$ cat src/rtl/sxd_pkg.sv
// shared constants, enums and helpers for the field decoder
package sxd_pkg;
    localparam int WORD_W = 16;
    localparam int DATA_W = 32;
    localparam int IMM_W = 8;
    localparam int DISP_W = 12;
    localparam int SEL_W = 4;
    localparam int TRAP_SHIFT = 2;

    // field positions
    localparam int MAJ_LSB = 12;
    localparam int RN_LSB = 8;
    localparam int RM_LSB = 4;
    localparam int SUB_LSB = 0;
    localparam int D4_LSB = 0;
    localparam int D8_MSB = 7;
    localparam int D12_MSB = 11;

    localparam logic [SEL_W-1:0] SEL_REG0 = 4'h0;
    localparam logic [SEL_W-1:0] SEL_NONE = 4'h0;

    // major group codes in bits 15..12
    localparam logic [3:0] MAJ_ZERO = 4'h0;
    localparam logic [3:0] MAJ_N = 4'h1;
    localparam logic [3:0] MAJ_M = 4'h2;
    localparam logic [3:0] MAJ_NM = 4'h3;
    localparam logic [3:0] MAJ_MD = 4'h4;
    localparam logic [3:0] MAJ_ND4 = 4'h5;
    localparam logic [3:0] MAJ_NMD_ST = 4'h6;
    localparam logic [3:0] MAJ_NMD_LD = 4'h7;
    localparam logic [3:0] MAJ_D = 4'h8;
    localparam logic [3:0] MAJ_D12 = 4'h9;
    localparam logic [3:0] MAJ_ND8 = 4'ha;
    localparam logic [3:0] MAJ_I = 4'hb;
    localparam logic [3:0] MAJ_NI_ADD = 4'hc;
    localparam logic [3:0] MAJ_NI_MOV = 4'hd;

    // sub codes, n and m formats (bits 3..0)
    localparam logic [3:0] SUB_N_DIRECT = 4'h0;
    localparam logic [3:0] SUB_N_CTRL = 4'h1;
    localparam logic [3:0] SUB_N_CTRL_PREDEC = 4'h2;
    localparam logic [3:0] SUB_M_CTRL = 4'h0;
    localparam logic [3:0] SUB_M_CTRL_POSTINC = 4'h1;
    localparam logic [3:0] SUB_M_JUMP = 4'h2;
    // sub codes, nm format (bits 3..0)
    localparam logic [3:0] SUB_NM_DIRECT = 4'h0;
    localparam logic [3:0] SUB_NM_STORE = 4'h1;
    localparam logic [3:0] SUB_NM_POSTINC = 4'h2;
    localparam logic [3:0] SUB_NM_PREDEC = 4'h3;
    localparam logic [3:0] SUB_NM_INDEXED = 4'h4;
    localparam logic [3:0] SUB_NM_MAC = 4'h5;
    // sub codes, d and i formats (bits 11..8)
    localparam logic [3:0] SUB_D_GBP_LD = 4'h0;
    localparam logic [3:0] SUB_D_GBP_ST = 4'h1;
    localparam logic [3:0] SUB_D_PC_ADDR = 4'h2;
    localparam logic [3:0] SUB_D_BRANCH = 4'h3;
    localparam logic [3:0] SUB_I_LOGIC = 4'h0;
    localparam logic [3:0] SUB_I_LOGIC_MEM = 4'h1;
    localparam logic [3:0] SUB_I_TRAP = 4'h2;
    localparam logic [3:0] SUB_I_CMPEQ = 4'h3;

    typedef enum logic [11:0] {
        FMT_ZERO = 12'h001, FMT_N = 12'h002, FMT_M = 12'h004,
        FMT_NM = 12'h008, FMT_MD = 12'h010, FMT_ND4 = 12'h020,
        FMT_NMD = 12'h040, FMT_D = 12'h080, FMT_D12 = 12'h100,
        FMT_ND8 = 12'h200, FMT_I = 12'h400, FMT_NI = 12'h800
    } sxd_fmt_e;

    typedef enum logic [13:0] {
        MODE_NONE = 14'h0001, MODE_DIRECT = 14'h0002,
        MODE_INDIRECT = 14'h0004, MODE_POSTINC = 14'h0008,
        MODE_PREDEC = 14'h0010, MODE_IDX_R0 = 14'h0020,
        MODE_DISP_REG = 14'h0040, MODE_DISP_GBP = 14'h0080,
        MODE_DISP_PC = 14'h0100, MODE_IMM = 14'h0200,
        MODE_CTRL = 14'h0400, MODE_ACC = 14'h0800,
        MODE_REG0 = 14'h1000, MODE_IDX_GBP = 14'h2000
    } sxd_mode_e;

    typedef enum logic [3:0] {
        EXT_NONE = 4'h1, EXT_ZERO = 4'h2, EXT_SIGN = 4'h4, EXT_TRAP = 4'h8
    } sxd_ext_e;

    typedef enum logic [1:0] {
        ST_EMPTY = 2'h1, ST_FULL = 2'h2
    } sxd_state_e;

    function automatic logic [SEL_W-1:0] sxd_nibble(
        input logic [WORD_W-1:0] w, input int lsb);
        sxd_nibble = w[lsb +: SEL_W];
    endfunction
endpackage

$ cat src/rtl/sxd_dec_if.sv
// carrier between decoder top, classifier and immediate extender
`timescale 1ns/1ps
interface sxd_dec_if;
    import sxd_pkg::*;
    logic [WORD_W-1:0] word;
    sxd_fmt_e fmt;
    sxd_mode_e src_mode;
    sxd_mode_e dst_mode;
    sxd_ext_e ext_kind;
    logic illegal;
    logic mac;
    logic [DATA_W-1:0] imm_ext;
    modport top (output word, input fmt, src_mode, dst_mode, ext_kind,
        illegal, mac, imm_ext);
    modport cls (input word, output fmt, src_mode, dst_mode, ext_kind,
        illegal, mac);
    modport ext (input word, ext_kind, output imm_ext);
endinterface

$ cat src/rtl/sxd_classify.sv
// opcode classifier: format and operand roles from opcode bits
`timescale 1ns/1ps
module sxd_classify import sxd_pkg::*; (
    sxd_dec_if.cls dif
);
    logic [3:0] maj;
    logic [3:0] sub_lo;
    logic [3:0] sub_hi;
    assign maj = sxd_nibble(dif.word, MAJ_LSB);
    assign sub_lo = sxd_nibble(dif.word, SUB_LSB);
    assign sub_hi = sxd_nibble(dif.word, RN_LSB);

    always_comb begin
        dif.fmt = FMT_ZERO;
        dif.src_mode = MODE_NONE;
        dif.dst_mode = MODE_NONE;
        dif.ext_kind = EXT_NONE;
        dif.illegal = 1'b0;
        dif.mac = 1'b0;
        case (maj)
            MAJ_ZERO: dif.fmt = FMT_ZERO;
            MAJ_N: begin
                dif.fmt = FMT_N;
                case (sub_lo)
                    SUB_N_DIRECT: dif.dst_mode = MODE_DIRECT;
                    SUB_N_CTRL: begin
                        dif.src_mode = MODE_CTRL;
                        dif.dst_mode = MODE_DIRECT;
                    end
                    SUB_N_CTRL_PREDEC: begin
                        dif.src_mode = MODE_CTRL;
                        dif.dst_mode = MODE_PREDEC;
                    end
                    default: dif.illegal = 1'b1;
                endcase
            end
            MAJ_M: begin
                dif.fmt = FMT_M;
                case (sub_lo)
                    SUB_M_CTRL: begin
                        dif.src_mode = MODE_DIRECT;
                        dif.dst_mode = MODE_CTRL;
                    end
                    SUB_M_CTRL_POSTINC: begin
                        dif.src_mode = MODE_POSTINC;
                        dif.dst_mode = MODE_CTRL;
                    end
                    SUB_M_JUMP: dif.src_mode = MODE_INDIRECT;
                    default: dif.illegal = 1'b1;
                endcase
            end
            MAJ_NM: begin
                dif.fmt = FMT_NM;
                dif.src_mode = MODE_DIRECT;
                case (sub_lo)
                    SUB_NM_DIRECT: dif.dst_mode = MODE_DIRECT;
                    SUB_NM_STORE: dif.dst_mode = MODE_INDIRECT;
                    SUB_NM_POSTINC: begin
                        dif.src_mode = MODE_POSTINC;
                        dif.dst_mode = MODE_DIRECT;
                    end
                    SUB_NM_PREDEC: dif.dst_mode = MODE_PREDEC;
                    SUB_NM_INDEXED: dif.dst_mode = MODE_IDX_R0;
                    SUB_NM_MAC: begin
                        dif.src_mode = MODE_POSTINC;
                        dif.dst_mode = MODE_ACC;
                        dif.mac = 1'b1;
                    end
                    default: dif.illegal = 1'b1;
                endcase
            end
            MAJ_MD: begin
                dif.fmt = FMT_MD;
                dif.src_mode = MODE_DISP_REG;
                dif.dst_mode = MODE_REG0;
            end
            MAJ_ND4: begin
                dif.fmt = FMT_ND4;
                dif.src_mode = MODE_REG0;
                dif.dst_mode = MODE_DISP_REG;
            end
            MAJ_NMD_ST: begin
                dif.fmt = FMT_NMD;
                dif.src_mode = MODE_DIRECT;
                dif.dst_mode = MODE_DISP_REG;
            end
            MAJ_NMD_LD: begin
                dif.fmt = FMT_NMD;
                dif.src_mode = MODE_DISP_REG;
                dif.dst_mode = MODE_DIRECT;
            end
            MAJ_D: begin
                dif.fmt = FMT_D;
                case (sub_hi)
                    SUB_D_GBP_LD: begin
                        dif.src_mode = MODE_DISP_GBP;
                        dif.dst_mode = MODE_REG0;
                    end
                    SUB_D_GBP_ST: begin
                        dif.src_mode = MODE_REG0;
                        dif.dst_mode = MODE_DISP_GBP;
                    end
                    SUB_D_PC_ADDR: begin
                        dif.src_mode = MODE_DISP_PC;
                        dif.dst_mode = MODE_REG0;
                    end
                    SUB_D_BRANCH: dif.src_mode = MODE_DISP_PC;
                    default: dif.illegal = 1'b1;
                endcase
            end
            MAJ_D12: begin
                dif.fmt = FMT_D12;
                dif.src_mode = MODE_DISP_PC;
            end
            MAJ_ND8: begin
                dif.fmt = FMT_ND8;
                dif.src_mode = MODE_DISP_PC;
                dif.dst_mode = MODE_DIRECT;
            end
            MAJ_I: begin
                dif.fmt = FMT_I;
                dif.src_mode = MODE_IMM;
                case (sub_hi)
                    SUB_I_LOGIC: begin
                        dif.dst_mode = MODE_REG0;
                        dif.ext_kind = EXT_ZERO;
                    end
                    SUB_I_LOGIC_MEM: begin
                        dif.dst_mode = MODE_IDX_GBP;
                        dif.ext_kind = EXT_ZERO;
                    end
                    SUB_I_TRAP: dif.ext_kind = EXT_TRAP;
                    SUB_I_CMPEQ: begin
                        dif.dst_mode = MODE_REG0;
                        dif.ext_kind = EXT_SIGN;
                    end
                    default: dif.illegal = 1'b1;
                endcase
            end
            MAJ_NI_ADD, MAJ_NI_MOV: begin
                dif.fmt = FMT_NI;
                dif.src_mode = MODE_IMM;
                dif.dst_mode = MODE_DIRECT;
                dif.ext_kind = EXT_SIGN;
            end
            default: dif.illegal = 1'b1;
        endcase
    end
endmodule // sxd_classify

$ cat src/rtl/sxd_extend.sv
// 8-bit immediate extender
`timescale 1ns/1ps
module sxd_extend import sxd_pkg::*; (
    sxd_dec_if.ext dif
);
    logic [IMM_W-1:0] imm8;
    assign imm8 = dif.word[IMM_W-1:0];

    always_comb begin
        case (dif.ext_kind)
            EXT_ZERO: dif.imm_ext = {{(DATA_W-IMM_W){1'b0}}, imm8};
            EXT_SIGN: dif.imm_ext = {{(DATA_W-IMM_W){imm8[IMM_W-1]}}, imm8};
            // trap vector: zero-extended, times four
            EXT_TRAP: dif.imm_ext = {{(DATA_W-IMM_W-TRAP_SHIFT){1'b0}},
                imm8, {TRAP_SHIFT{1'b0}}};
            default: dif.imm_ext = '0;
        endcase
    end
endmodule // sxd_extend

$ cat src/rtl/sxd_decoder.sv
// 16-bit instruction field decoder, one-entry output stage
`timescale 1ns/1ps
module sxd_decoder import sxd_pkg::*; (
    input wire logic clk,
    input wire logic rst,
    input wire logic fetch_valid,
    input wire logic [WORD_W-1:0] fetch_word,
    output logic fetch_ready,
    input wire logic exec_ready,
    output logic dec_valid,
    output logic [WORD_W-1:0] dec_opcode,
    output sxd_fmt_e dec_format,
    output sxd_mode_e dec_src_mode,
    output sxd_mode_e dec_dst_mode,
    output logic [SEL_W-1:0] dec_src_sel,
    output logic [SEL_W-1:0] dec_dst_sel,
    output logic [SEL_W-1:0] dec_src2_sel,
    output logic [SEL_W-1:0] dec_ctrl_sel,
    output logic [DISP_W-1:0] dec_disp,
    output logic [DATA_W-1:0] dec_imm,
    output logic dec_mac,
    output logic dec_uses_reg0,
    output logic dec_illegal
);
    sxd_dec_if dif ();

    sxd_classify u_classify (
        .dif(dif)
    );

    sxd_extend u_extend (
        .dif(dif)
    );

    // handshake state
    sxd_state_e state;
    sxd_state_e next_state;
    logic take;
    logic drain;
    logic next_fetch_ready;

    // decoded field values for the incoming word
    logic [SEL_W-1:0] f_rn;
    logic [SEL_W-1:0] f_rm;
    logic [SEL_W-1:0] f_d4;
    logic [IMM_W-1:0] f_d8;
    logic [DISP_W-1:0] f_d12;
    logic [SEL_W-1:0] next_src_sel;
    logic [SEL_W-1:0] next_dst_sel;
    logic [SEL_W-1:0] next_src2_sel;
    logic [SEL_W-1:0] next_ctrl_sel;
    logic [DISP_W-1:0] next_disp;
    logic next_uses_reg0;

    // output stage next values
    logic next_valid;
    logic [WORD_W-1:0] next_opcode;
    sxd_fmt_e next_format;
    sxd_mode_e next_src_mode;
    sxd_mode_e next_dst_mode;
    logic [SEL_W-1:0] nx_src_sel;
    logic [SEL_W-1:0] nx_dst_sel;
    logic [SEL_W-1:0] nx_src2_sel;
    logic [SEL_W-1:0] nx_ctrl_sel;
    logic [DISP_W-1:0] nx_disp;
    logic [DATA_W-1:0] next_imm;
    logic next_mac;
    logic nx_uses_reg0;
    logic next_illegal;

    assign dif.word = fetch_word;
    assign f_rn = sxd_nibble(fetch_word, RN_LSB);
    assign f_rm = sxd_nibble(fetch_word, RM_LSB);
    assign f_d4 = sxd_nibble(fetch_word, D4_LSB);
    assign f_d8 = fetch_word[D8_MSB:0];
    assign f_d12 = fetch_word[D12_MSB:0];

    assign take = fetch_valid && fetch_ready;
    assign drain = dec_valid && exec_ready;

    // field routing by format
    always_comb begin
        next_src_sel = SEL_NONE;
        next_dst_sel = SEL_NONE;
        next_src2_sel = SEL_NONE;
        next_ctrl_sel = SEL_NONE;
        next_disp = '0;
        case (dif.fmt)
            FMT_N: next_dst_sel = f_rn;
            FMT_M: next_src_sel = f_rn;
            FMT_NM: begin
                next_src_sel = f_rm;
                if (dif.mac) begin
                    next_src2_sel = f_rn;
                end else begin
                    next_dst_sel = f_rn;
                end
            end
            FMT_MD: begin
                next_src_sel = f_rm;
                next_dst_sel = SEL_REG0;
                next_disp = {{(DISP_W-SEL_W){1'b0}}, f_d4};
            end
            FMT_ND4: begin
                next_src_sel = SEL_REG0;
                next_dst_sel = f_rm;
                next_disp = {{(DISP_W-SEL_W){1'b0}}, f_d4};
            end
            FMT_NMD: begin
                next_dst_sel = f_rn;
                next_src_sel = f_rm;
                next_disp = {{(DISP_W-SEL_W){1'b0}}, f_d4};
            end
            FMT_D: begin
                next_disp = {{(DISP_W-IMM_W){1'b0}}, f_d8};
                next_src_sel = SEL_REG0;
                next_dst_sel = SEL_REG0;
            end
            FMT_D12: next_disp = f_d12;
            FMT_ND8: begin
                next_dst_sel = f_rn;
                next_disp = {{(DISP_W-IMM_W){1'b0}}, f_d8};
            end
            FMT_I: next_dst_sel = SEL_REG0;
            FMT_NI: next_dst_sel = f_rn;
            default: next_disp = '0;
        endcase
        // control or system register index rides in bits 7..4
        if (dif.src_mode == MODE_CTRL || dif.dst_mode == MODE_CTRL) begin
            next_ctrl_sel = f_rm;
        end
        next_uses_reg0 = (dif.src_mode == MODE_REG0)
            || (dif.dst_mode == MODE_REG0)
            || (dif.dst_mode == MODE_IDX_R0)
            || (dif.dst_mode == MODE_IDX_GBP);
    end

    // one-entry stage; ready is registered so fetch never sees a comb path
    // from exec_ready, at the cost of one bubble after each drain
    always_comb begin
        next_state = state;
        next_valid = dec_valid;
        next_opcode = dec_opcode;
        next_format = dec_format;
        next_src_mode = dec_src_mode;
        next_dst_mode = dec_dst_mode;
        nx_src_sel = dec_src_sel;
        nx_dst_sel = dec_dst_sel;
        nx_src2_sel = dec_src2_sel;
        nx_ctrl_sel = dec_ctrl_sel;
        nx_disp = dec_disp;
        next_imm = dec_imm;
        next_mac = dec_mac;
        nx_uses_reg0 = dec_uses_reg0;
        next_illegal = dec_illegal;
        case (state)
            ST_EMPTY: begin
                if (take) begin
                    next_state = ST_FULL;
                    next_valid = 1'b1;
                    next_opcode = fetch_word;
                    next_format = dif.fmt;
                    next_src_mode = dif.src_mode;
                    next_dst_mode = dif.dst_mode;
                    nx_src_sel = next_src_sel;
                    nx_dst_sel = next_dst_sel;
                    nx_src2_sel = next_src2_sel;
                    nx_ctrl_sel = next_ctrl_sel;
                    nx_disp = next_disp;
                    next_imm = dif.imm_ext;
                    next_mac = dif.mac;
                    nx_uses_reg0 = next_uses_reg0;
                    next_illegal = dif.illegal;
                end
            end
            ST_FULL: begin
                if (drain) begin
                    next_state = ST_EMPTY;
                    next_valid = 1'b0;
                end
            end
            default: begin
                next_state = ST_EMPTY;
                next_valid = 1'b0;
            end
        endcase
        next_fetch_ready = (next_state == ST_EMPTY);
    end

    always_ff @(posedge clk) begin
        if (rst) begin
            state <= ST_EMPTY;
            fetch_ready <= 1'b0;
            dec_valid <= 1'b0;
            dec_opcode <= '0;
            dec_format <= FMT_ZERO;
            dec_src_mode <= MODE_NONE;
            dec_dst_mode <= MODE_NONE;
            dec_src_sel <= SEL_NONE;
            dec_dst_sel <= SEL_NONE;
            dec_src2_sel <= SEL_NONE;
            dec_ctrl_sel <= SEL_NONE;
            dec_disp <= '0;
            dec_imm <= '0;
            dec_mac <= 1'b0;
            dec_uses_reg0 <= 1'b0;
            dec_illegal <= 1'b0;
        end else begin
            state <= next_state;
            fetch_ready <= next_fetch_ready;
            dec_valid <= next_valid;
            dec_opcode <= next_opcode;
            dec_format <= next_format;
            dec_src_mode <= next_src_mode;
            dec_dst_mode <= next_dst_mode;
            dec_src_sel <= nx_src_sel;
            dec_dst_sel <= nx_dst_sel;
            dec_src2_sel <= nx_src2_sel;
            dec_ctrl_sel <= nx_ctrl_sel;
            dec_disp <= nx_disp;
            dec_imm <= next_imm;
            dec_mac <= next_mac;
            dec_uses_reg0 <= nx_uses_reg0;
            dec_illegal <= next_illegal;
        end
    end
endmodule // sxd_decoder

$ cat config.mk
export PLATFORM = sky130hd
export DESIGN_NAME = sxd_decoder
export DESIGN_NICKNAME = d
export VERILOG_FILES = /design/src/rtl/sxd_pkg.sv /design/src/rtl/sxd_dec_if.sv /design/src/rtl/sxd_classify.sv /design/src/rtl/sxd_extend.sv /design/src/rtl/sxd_decoder.sv
export SDC_FILE = /design/constraint.sdc
export NUM_CORES = 1
export LEC_CHECK = 0
export ABC_AREA = 1
export BUFFER_PORTS_ARGS = -buffer_cell sky130_fd_sc_hd__buf_2
export CAP_MARGIN = 0
export CORE_MARGIN = 4
export CORE_UTILIZATION = 40
export DETAILED_ROUTE_END_ITERATION = 8
export PLACE_DENSITY = 0.64
export SLEW_MARGIN = 20
export SYNTH_ARGS = -nofsm -noshare
export SYNTH_HDL_FRONTEND = slang
export SYNTH_SLANG_ARGS = --single-unit
$ cat constraint.sdc
create_clock -name clk -period 3 [get_ports clk]
set_input_delay 0.6 -clock clk [delete_from_list [all_inputs] [get_ports clk]]
set_output_delay 0.6 -clock clk [all_outputs]
set_load 0.02 [all_outputs]
---- After elaboration in Yosys (flattened, before gate mapping) ----
Index checks and enable logic that the tools add are counted.
operators by class
  equal/unequal tests ..................... 45
  muxes and demuxes ....................... 34
  reduce and logical (&&, ||, !) cells .... 36
operators by type and width
  kind                    number
  $pmux W12 S11           1
  $pmux W14 S9            1
  $pmux W14 S8            1
  $pmux W32 S3            1
  $pmux W12 S5            1
  $pmux W13 S3            1
  $pmux W12 S3            1
  $pmux W4 S3             3
  $reduce_or A2 Y1        16
  $eq A14 B11 Y1 const B  2
  $eq A14 B13 Y1 const B  2
  $eq A4 B2 Y1 const B    7
  $eq A4 B3 Y1 const B    7
  $eq A4 B4 Y1 const B    7
  $pmux W14 S2            1
  $pmux W13 S2            1
  $mux W11                2
  $mux W4                 5
  $pmux W4 S2             2
  $eq A14 B14 Y1 const B  1
  $eq A14 B6 Y1 const B   1
  $eq A12 B10 Y1 const B  1
  $eq A12 B12 Y1 const B  1
  $eq A12 B2 Y1 const B   1
  25 further kinds        48
word-level totals
  bits of input ports ..................... 20
  register bits ........................... 123
  logic and storage cells ................. 131

---- Depth between registers and ports, before layout ----
  depth after elaboration ................. 8
  depth in mapped cells ................... 10
  mapped depth without buffers ............ 10

---- Cells and area by module ----
From an unflattened synthesis, not the netlist that was laid out.
second synthesis, totals
  cell total of the unflattened synthesis .. 835
  area, all modules ....................... 5861.9 sq um
by module, submodules not included
  module        instances  area an instance (sq um)  cells an instance
  sxd_decoder   1          4794.6                    643
  sxd_classify  1          666.9                     127
  sxd_extend    1          400.4                     65

---- Worst setup path before layout ----
Ideal clock, no wire load.
  kind .................................... reg-to-output
  start ................................... reg dec_imm[30] (netlist name)
  end ..................................... out dec_imm[11]
  stages on the path, launching flop included .. 2
  slack ................................... 1388 ps
  data required time ...................... 2400 ps
  arrival time ............................ 1012 ps
  path buffers ............................ 1
  path through ............................ dfxtp_1 > buf_4
RTL lines
  element    line               text
  to (decl)  sxd_decoder.sv:20  output logic [DATA_W-1:0] dec_imm,

---- Worst setup path after layout ----
  start ................................... reg state[1]
  end ..................................... reg dec_src_sel[1]
on the way
  word-level cells in the longest chain between the ends .. 2
ends and longest elaborated chain
  element                             line                text
  from (decl)                         sxd_decoder.sv:36   sxd_state_e state;
  from (signal assigned)              sxd_decoder.sv:209  state <= next_state;
  $eq A2 B1 Y1                        sxd_decoder.sv:156  case (state)
  $reduce_and A2 Y1 (no source line)  n/a
  to (signal assigned)                sxd_decoder.sv:216  dec_src_sel <= nx_src_sel;
  to (decl)                           sxd_decoder.sv:15   output logic [SEL_W-1:0] dec_src_sel,
Every way passes these cells.
A chain may end at the register's enable or synchronous reset.

==> flow_summary.toml <==
[run_status]
status = "complete, no violations"

[timing]
period_minus_slack_ns = 1.97
tns_ns = 0
worst_pin_slew_ns = 0.821
slew_headroom = 0.447
max_clock_freq_mhz = 507
grt_setup_unrepaired = "false"
layout_setup_ws_ns = 1.03
setup_viol_count_final = 0
drv_slew = 0
skew_ns = 0.00835
fin_crit_sh = 0.657
finalHoldViolCount = 0

[detailed_routing]
drc = 0
drtAntennaViolNets = 0
dr.pass1.iters = 4
first_iter_violations = 315
vias = 4207
wl_per_cell_um = 15.1
routed_via_density = 4.99
routed_wl_um = 12800

[yosys]
ys_top_cells_by_area = "dfxtp_1, nand2_1, a21oi_1"
syn-cell-area_um2 = 4370
syn_inst = 604
synthArstFlopShare = 0
synth_most_common_cell = "nand2_1"
synth-simple-area-share = 0.263
synth-seq-area-share = 0.436
synthDistinctLibCells = 38
synth_edf_count = 0
postSynthAreaPerCell_um2 = 7.23
synthTopCellsByCount = "nand2_1, dfxtp_1, a21oi_1"
synth-xor-area-share = 0
yosysTopAreaCellShare = 0.436
synth-compound-area-share = 0.172
synth_area_leader_cell = "dfxtp_1"
synth_top_family_by_area = "simple AND/OR/NAND/NOR gates"
yosysWarnings = 0
synth_mux_area_frac = 0
ys_seq_elements = 95
synth_fa_ha_area_frac = 0.00573
ys.flop_type = "dfxtp_1"

[grt]
antenna_found_initial = 0
grt_max_degree = 80
grtUsageTotal = 0.195
grt_pass1_wl_um = 19900
overflow = 0
grt_pass1_vias = 3907

[pwr]
switching_share = 0.288
pwr-share-seq = 0.515
p_leak_nw = 2.49
ir_drop_uv = 208
combPwrFrac = 0.150
p_int_mw = 1.85
p_clk_frac = 0.335
power_switching_uw = 750
p_per_area_nw_per_um2 = 507

[worst_setup_path]
critPathRequiredTime_ns = 3.29
crit_path_end_kind = "flop"
worstReg2RegStart = "state[1]"
rr_endpoint = "dec_src_sel[1]"
r2r_setup_slack_ns = 1.03
crit_path_start_kind = "flop"
ff2ff_path_depth = 6
cp_max_fo = 79
worst_ep_arrival_time_ns = 2.26
crit_type = "flop to flop"
critPathLaunch = "state[1]"
critPathCapture = "dec_src_sel[1]"

[cts]
clock_latency_ns = 0.36
cts_made_buffers = 9
post_cts_buffers = 0
cts_tree = "done"
hold_buffers = 0
ctsResizeCount = 0
root_buffer = "clkbuf_8"
clock-sinks = 95
htreeDepth = 3
path_clk_slew_ns = 0.09
clock_path_buffers = 2

[cells_and_area]
nFillCells = 1069
stdcell_count = 843
final_layout_size_suffix_gt1_frac = 0.264
antenna-diode-count = 0
area_growth_pct = 17.6
nets = 724

[placement]
post-place-ws_ns = 0.837
place_inst = 827
gp_congestion = 0.877
port_buffers = 133
dpl.hpwl_um = 9630

[min_path]
hp-class = "flop to flop"

[floorplan]
io_pins = 141
initial_core_util = 0.417
core_um2 = 10500
fp-row-count = 37
die_x_um = 112
die_area_um2 = 12700
die_y_um = 112

[run]
max-cap-violations = 0
cell usage in the layout, fill, tap and decap left out, types with 2 or more instances in the layout:
cell type	Yosys	routed
a21oi_2	7	7
dfxtp_1	95	95
clkinv_2	1	3
nand4_1	3	3
o22ai_1	4	4
nand2_2	4	5
inv_2	5	5
nor2_4	2	2
nand2_4	5	5
a21oi_1	67	67
nor2_2	4	4
nor2_1	45	45
o21ai_1	2	2
buf_2	11	133
nand3_1	36	36
nand2_1	156	155
clkinv_4	1	2
nor3_1	5	5
clkbuf_8	0	11
o211ai_1	4	4
conb_1	1	7
o21a_1	3	3
buf_4	30	3
ha_1	2	2
inv_1	41	41
o21ai_0	44	44
critical path, cell delays in order, from the launching register on:
cell and delay (ns):
dfxtp_1 0.36, inv_1 0.06, ha_1 0.21, nand2_2 0.09, buf_4 0.60, o21ai_0 0.37
o22ai_1 0.19
sequential cells by signal, summed over array words and instances, names as in the netlist, 2 cells and up:
register and cells:
dec_src_mode 10, dec_opcode 16, dec_src_sel 4, dec_disp 12
dec_dst_mode 11, dec_src2_sel 4, dec_format 12, dec_imm 11
dec_ctrl_sel 4, dec_dst_sel 4, state 2
power groups by stage:
stage / Clock, mW / Sequential (mW) / Combinational (mW)
6_report: 0.872 / 1.34 / 0.390
5_1_grt: 0.942 / 1.34 / 0.430
4_1_cts: 0.893 / 1.34 / 0.391
3_5_place_dp: 0 / 1.37 / 0.390
3_3_place_gp: 0 / 1.37 / 0.387
2_1_floorplan: 0 / 1.43 / 0.209
logic make-up after synthesis:
family	count (synthesis)
and+or+nand+nor	264
AOI/OAI and AO/OA	137
adders and majority gates	2
DFF	95
buffers and inverters	105
other	1
worst min path at each step:
stage | from | end | slack [ns] | cells past startpoint
2_1_floorplan | dec_format[2] | dec_format[2] | 0.52 | 2
3_3_place_gp | dec_format[8] | dec_format[8] | 0.43 | 2
3_5_place_dp | dec_format[8] | dec_format[8] | 0.44 | 2
4_1_cts | dec_format[8] | dec_format[8] | 0.45 | 2
5_1_grt | dec_opcode[10] | dec_opcode[10] | 0.48 | 2
6_report | dec_mac | dec_mac | 0.45 | 2
layout make-up:
type | instances | area [um2] | area share
Timing Repair Buffer | 137 | 708 | 0.138
Clock buffer | 11 | 151 | 0.0295
Sequential cell | 95 | 1900 | 0.370
Tap cell | 136 | 170 | 0.0331
Inverter | 49 | 190 | 0.0370
Multi-Input combinational cell | 410 | 1960 | 0.381
Clock inverter | 5 | 56.3 | 0.0110
layer usage:
layer / track usage / routed length [um]
met2: 0.322 / 6060
met3: 0.0447 / 806
met4: 0.0529 / 106
met5: 0 / 0
met1: 0.257 / 5780
stage by stage:
| step | hold slack, ns | total power [mW] | area [um2] | util |
|---|---|---|---|---|
| 2_1_floorplan | 0.522 | 1.64 | 4390 | - |
| 3_3_place_gp | 0.432 | 1.75 | 4930 | 0.471 |
| 3_5_place_dp | 0.436 | 1.76 | 4930 | 0.471 |
| 4_1_cts | 0.450 | 2.62 | 5130 | 0.491 |
| 5_1_grt | 0.482 | 2.72 | 5130 | 0.491 |
| 6_report | 0.449 | 2.60 | 5130 | 0.491 |
No activity file was read; power rests on OpenSTA's default activity.
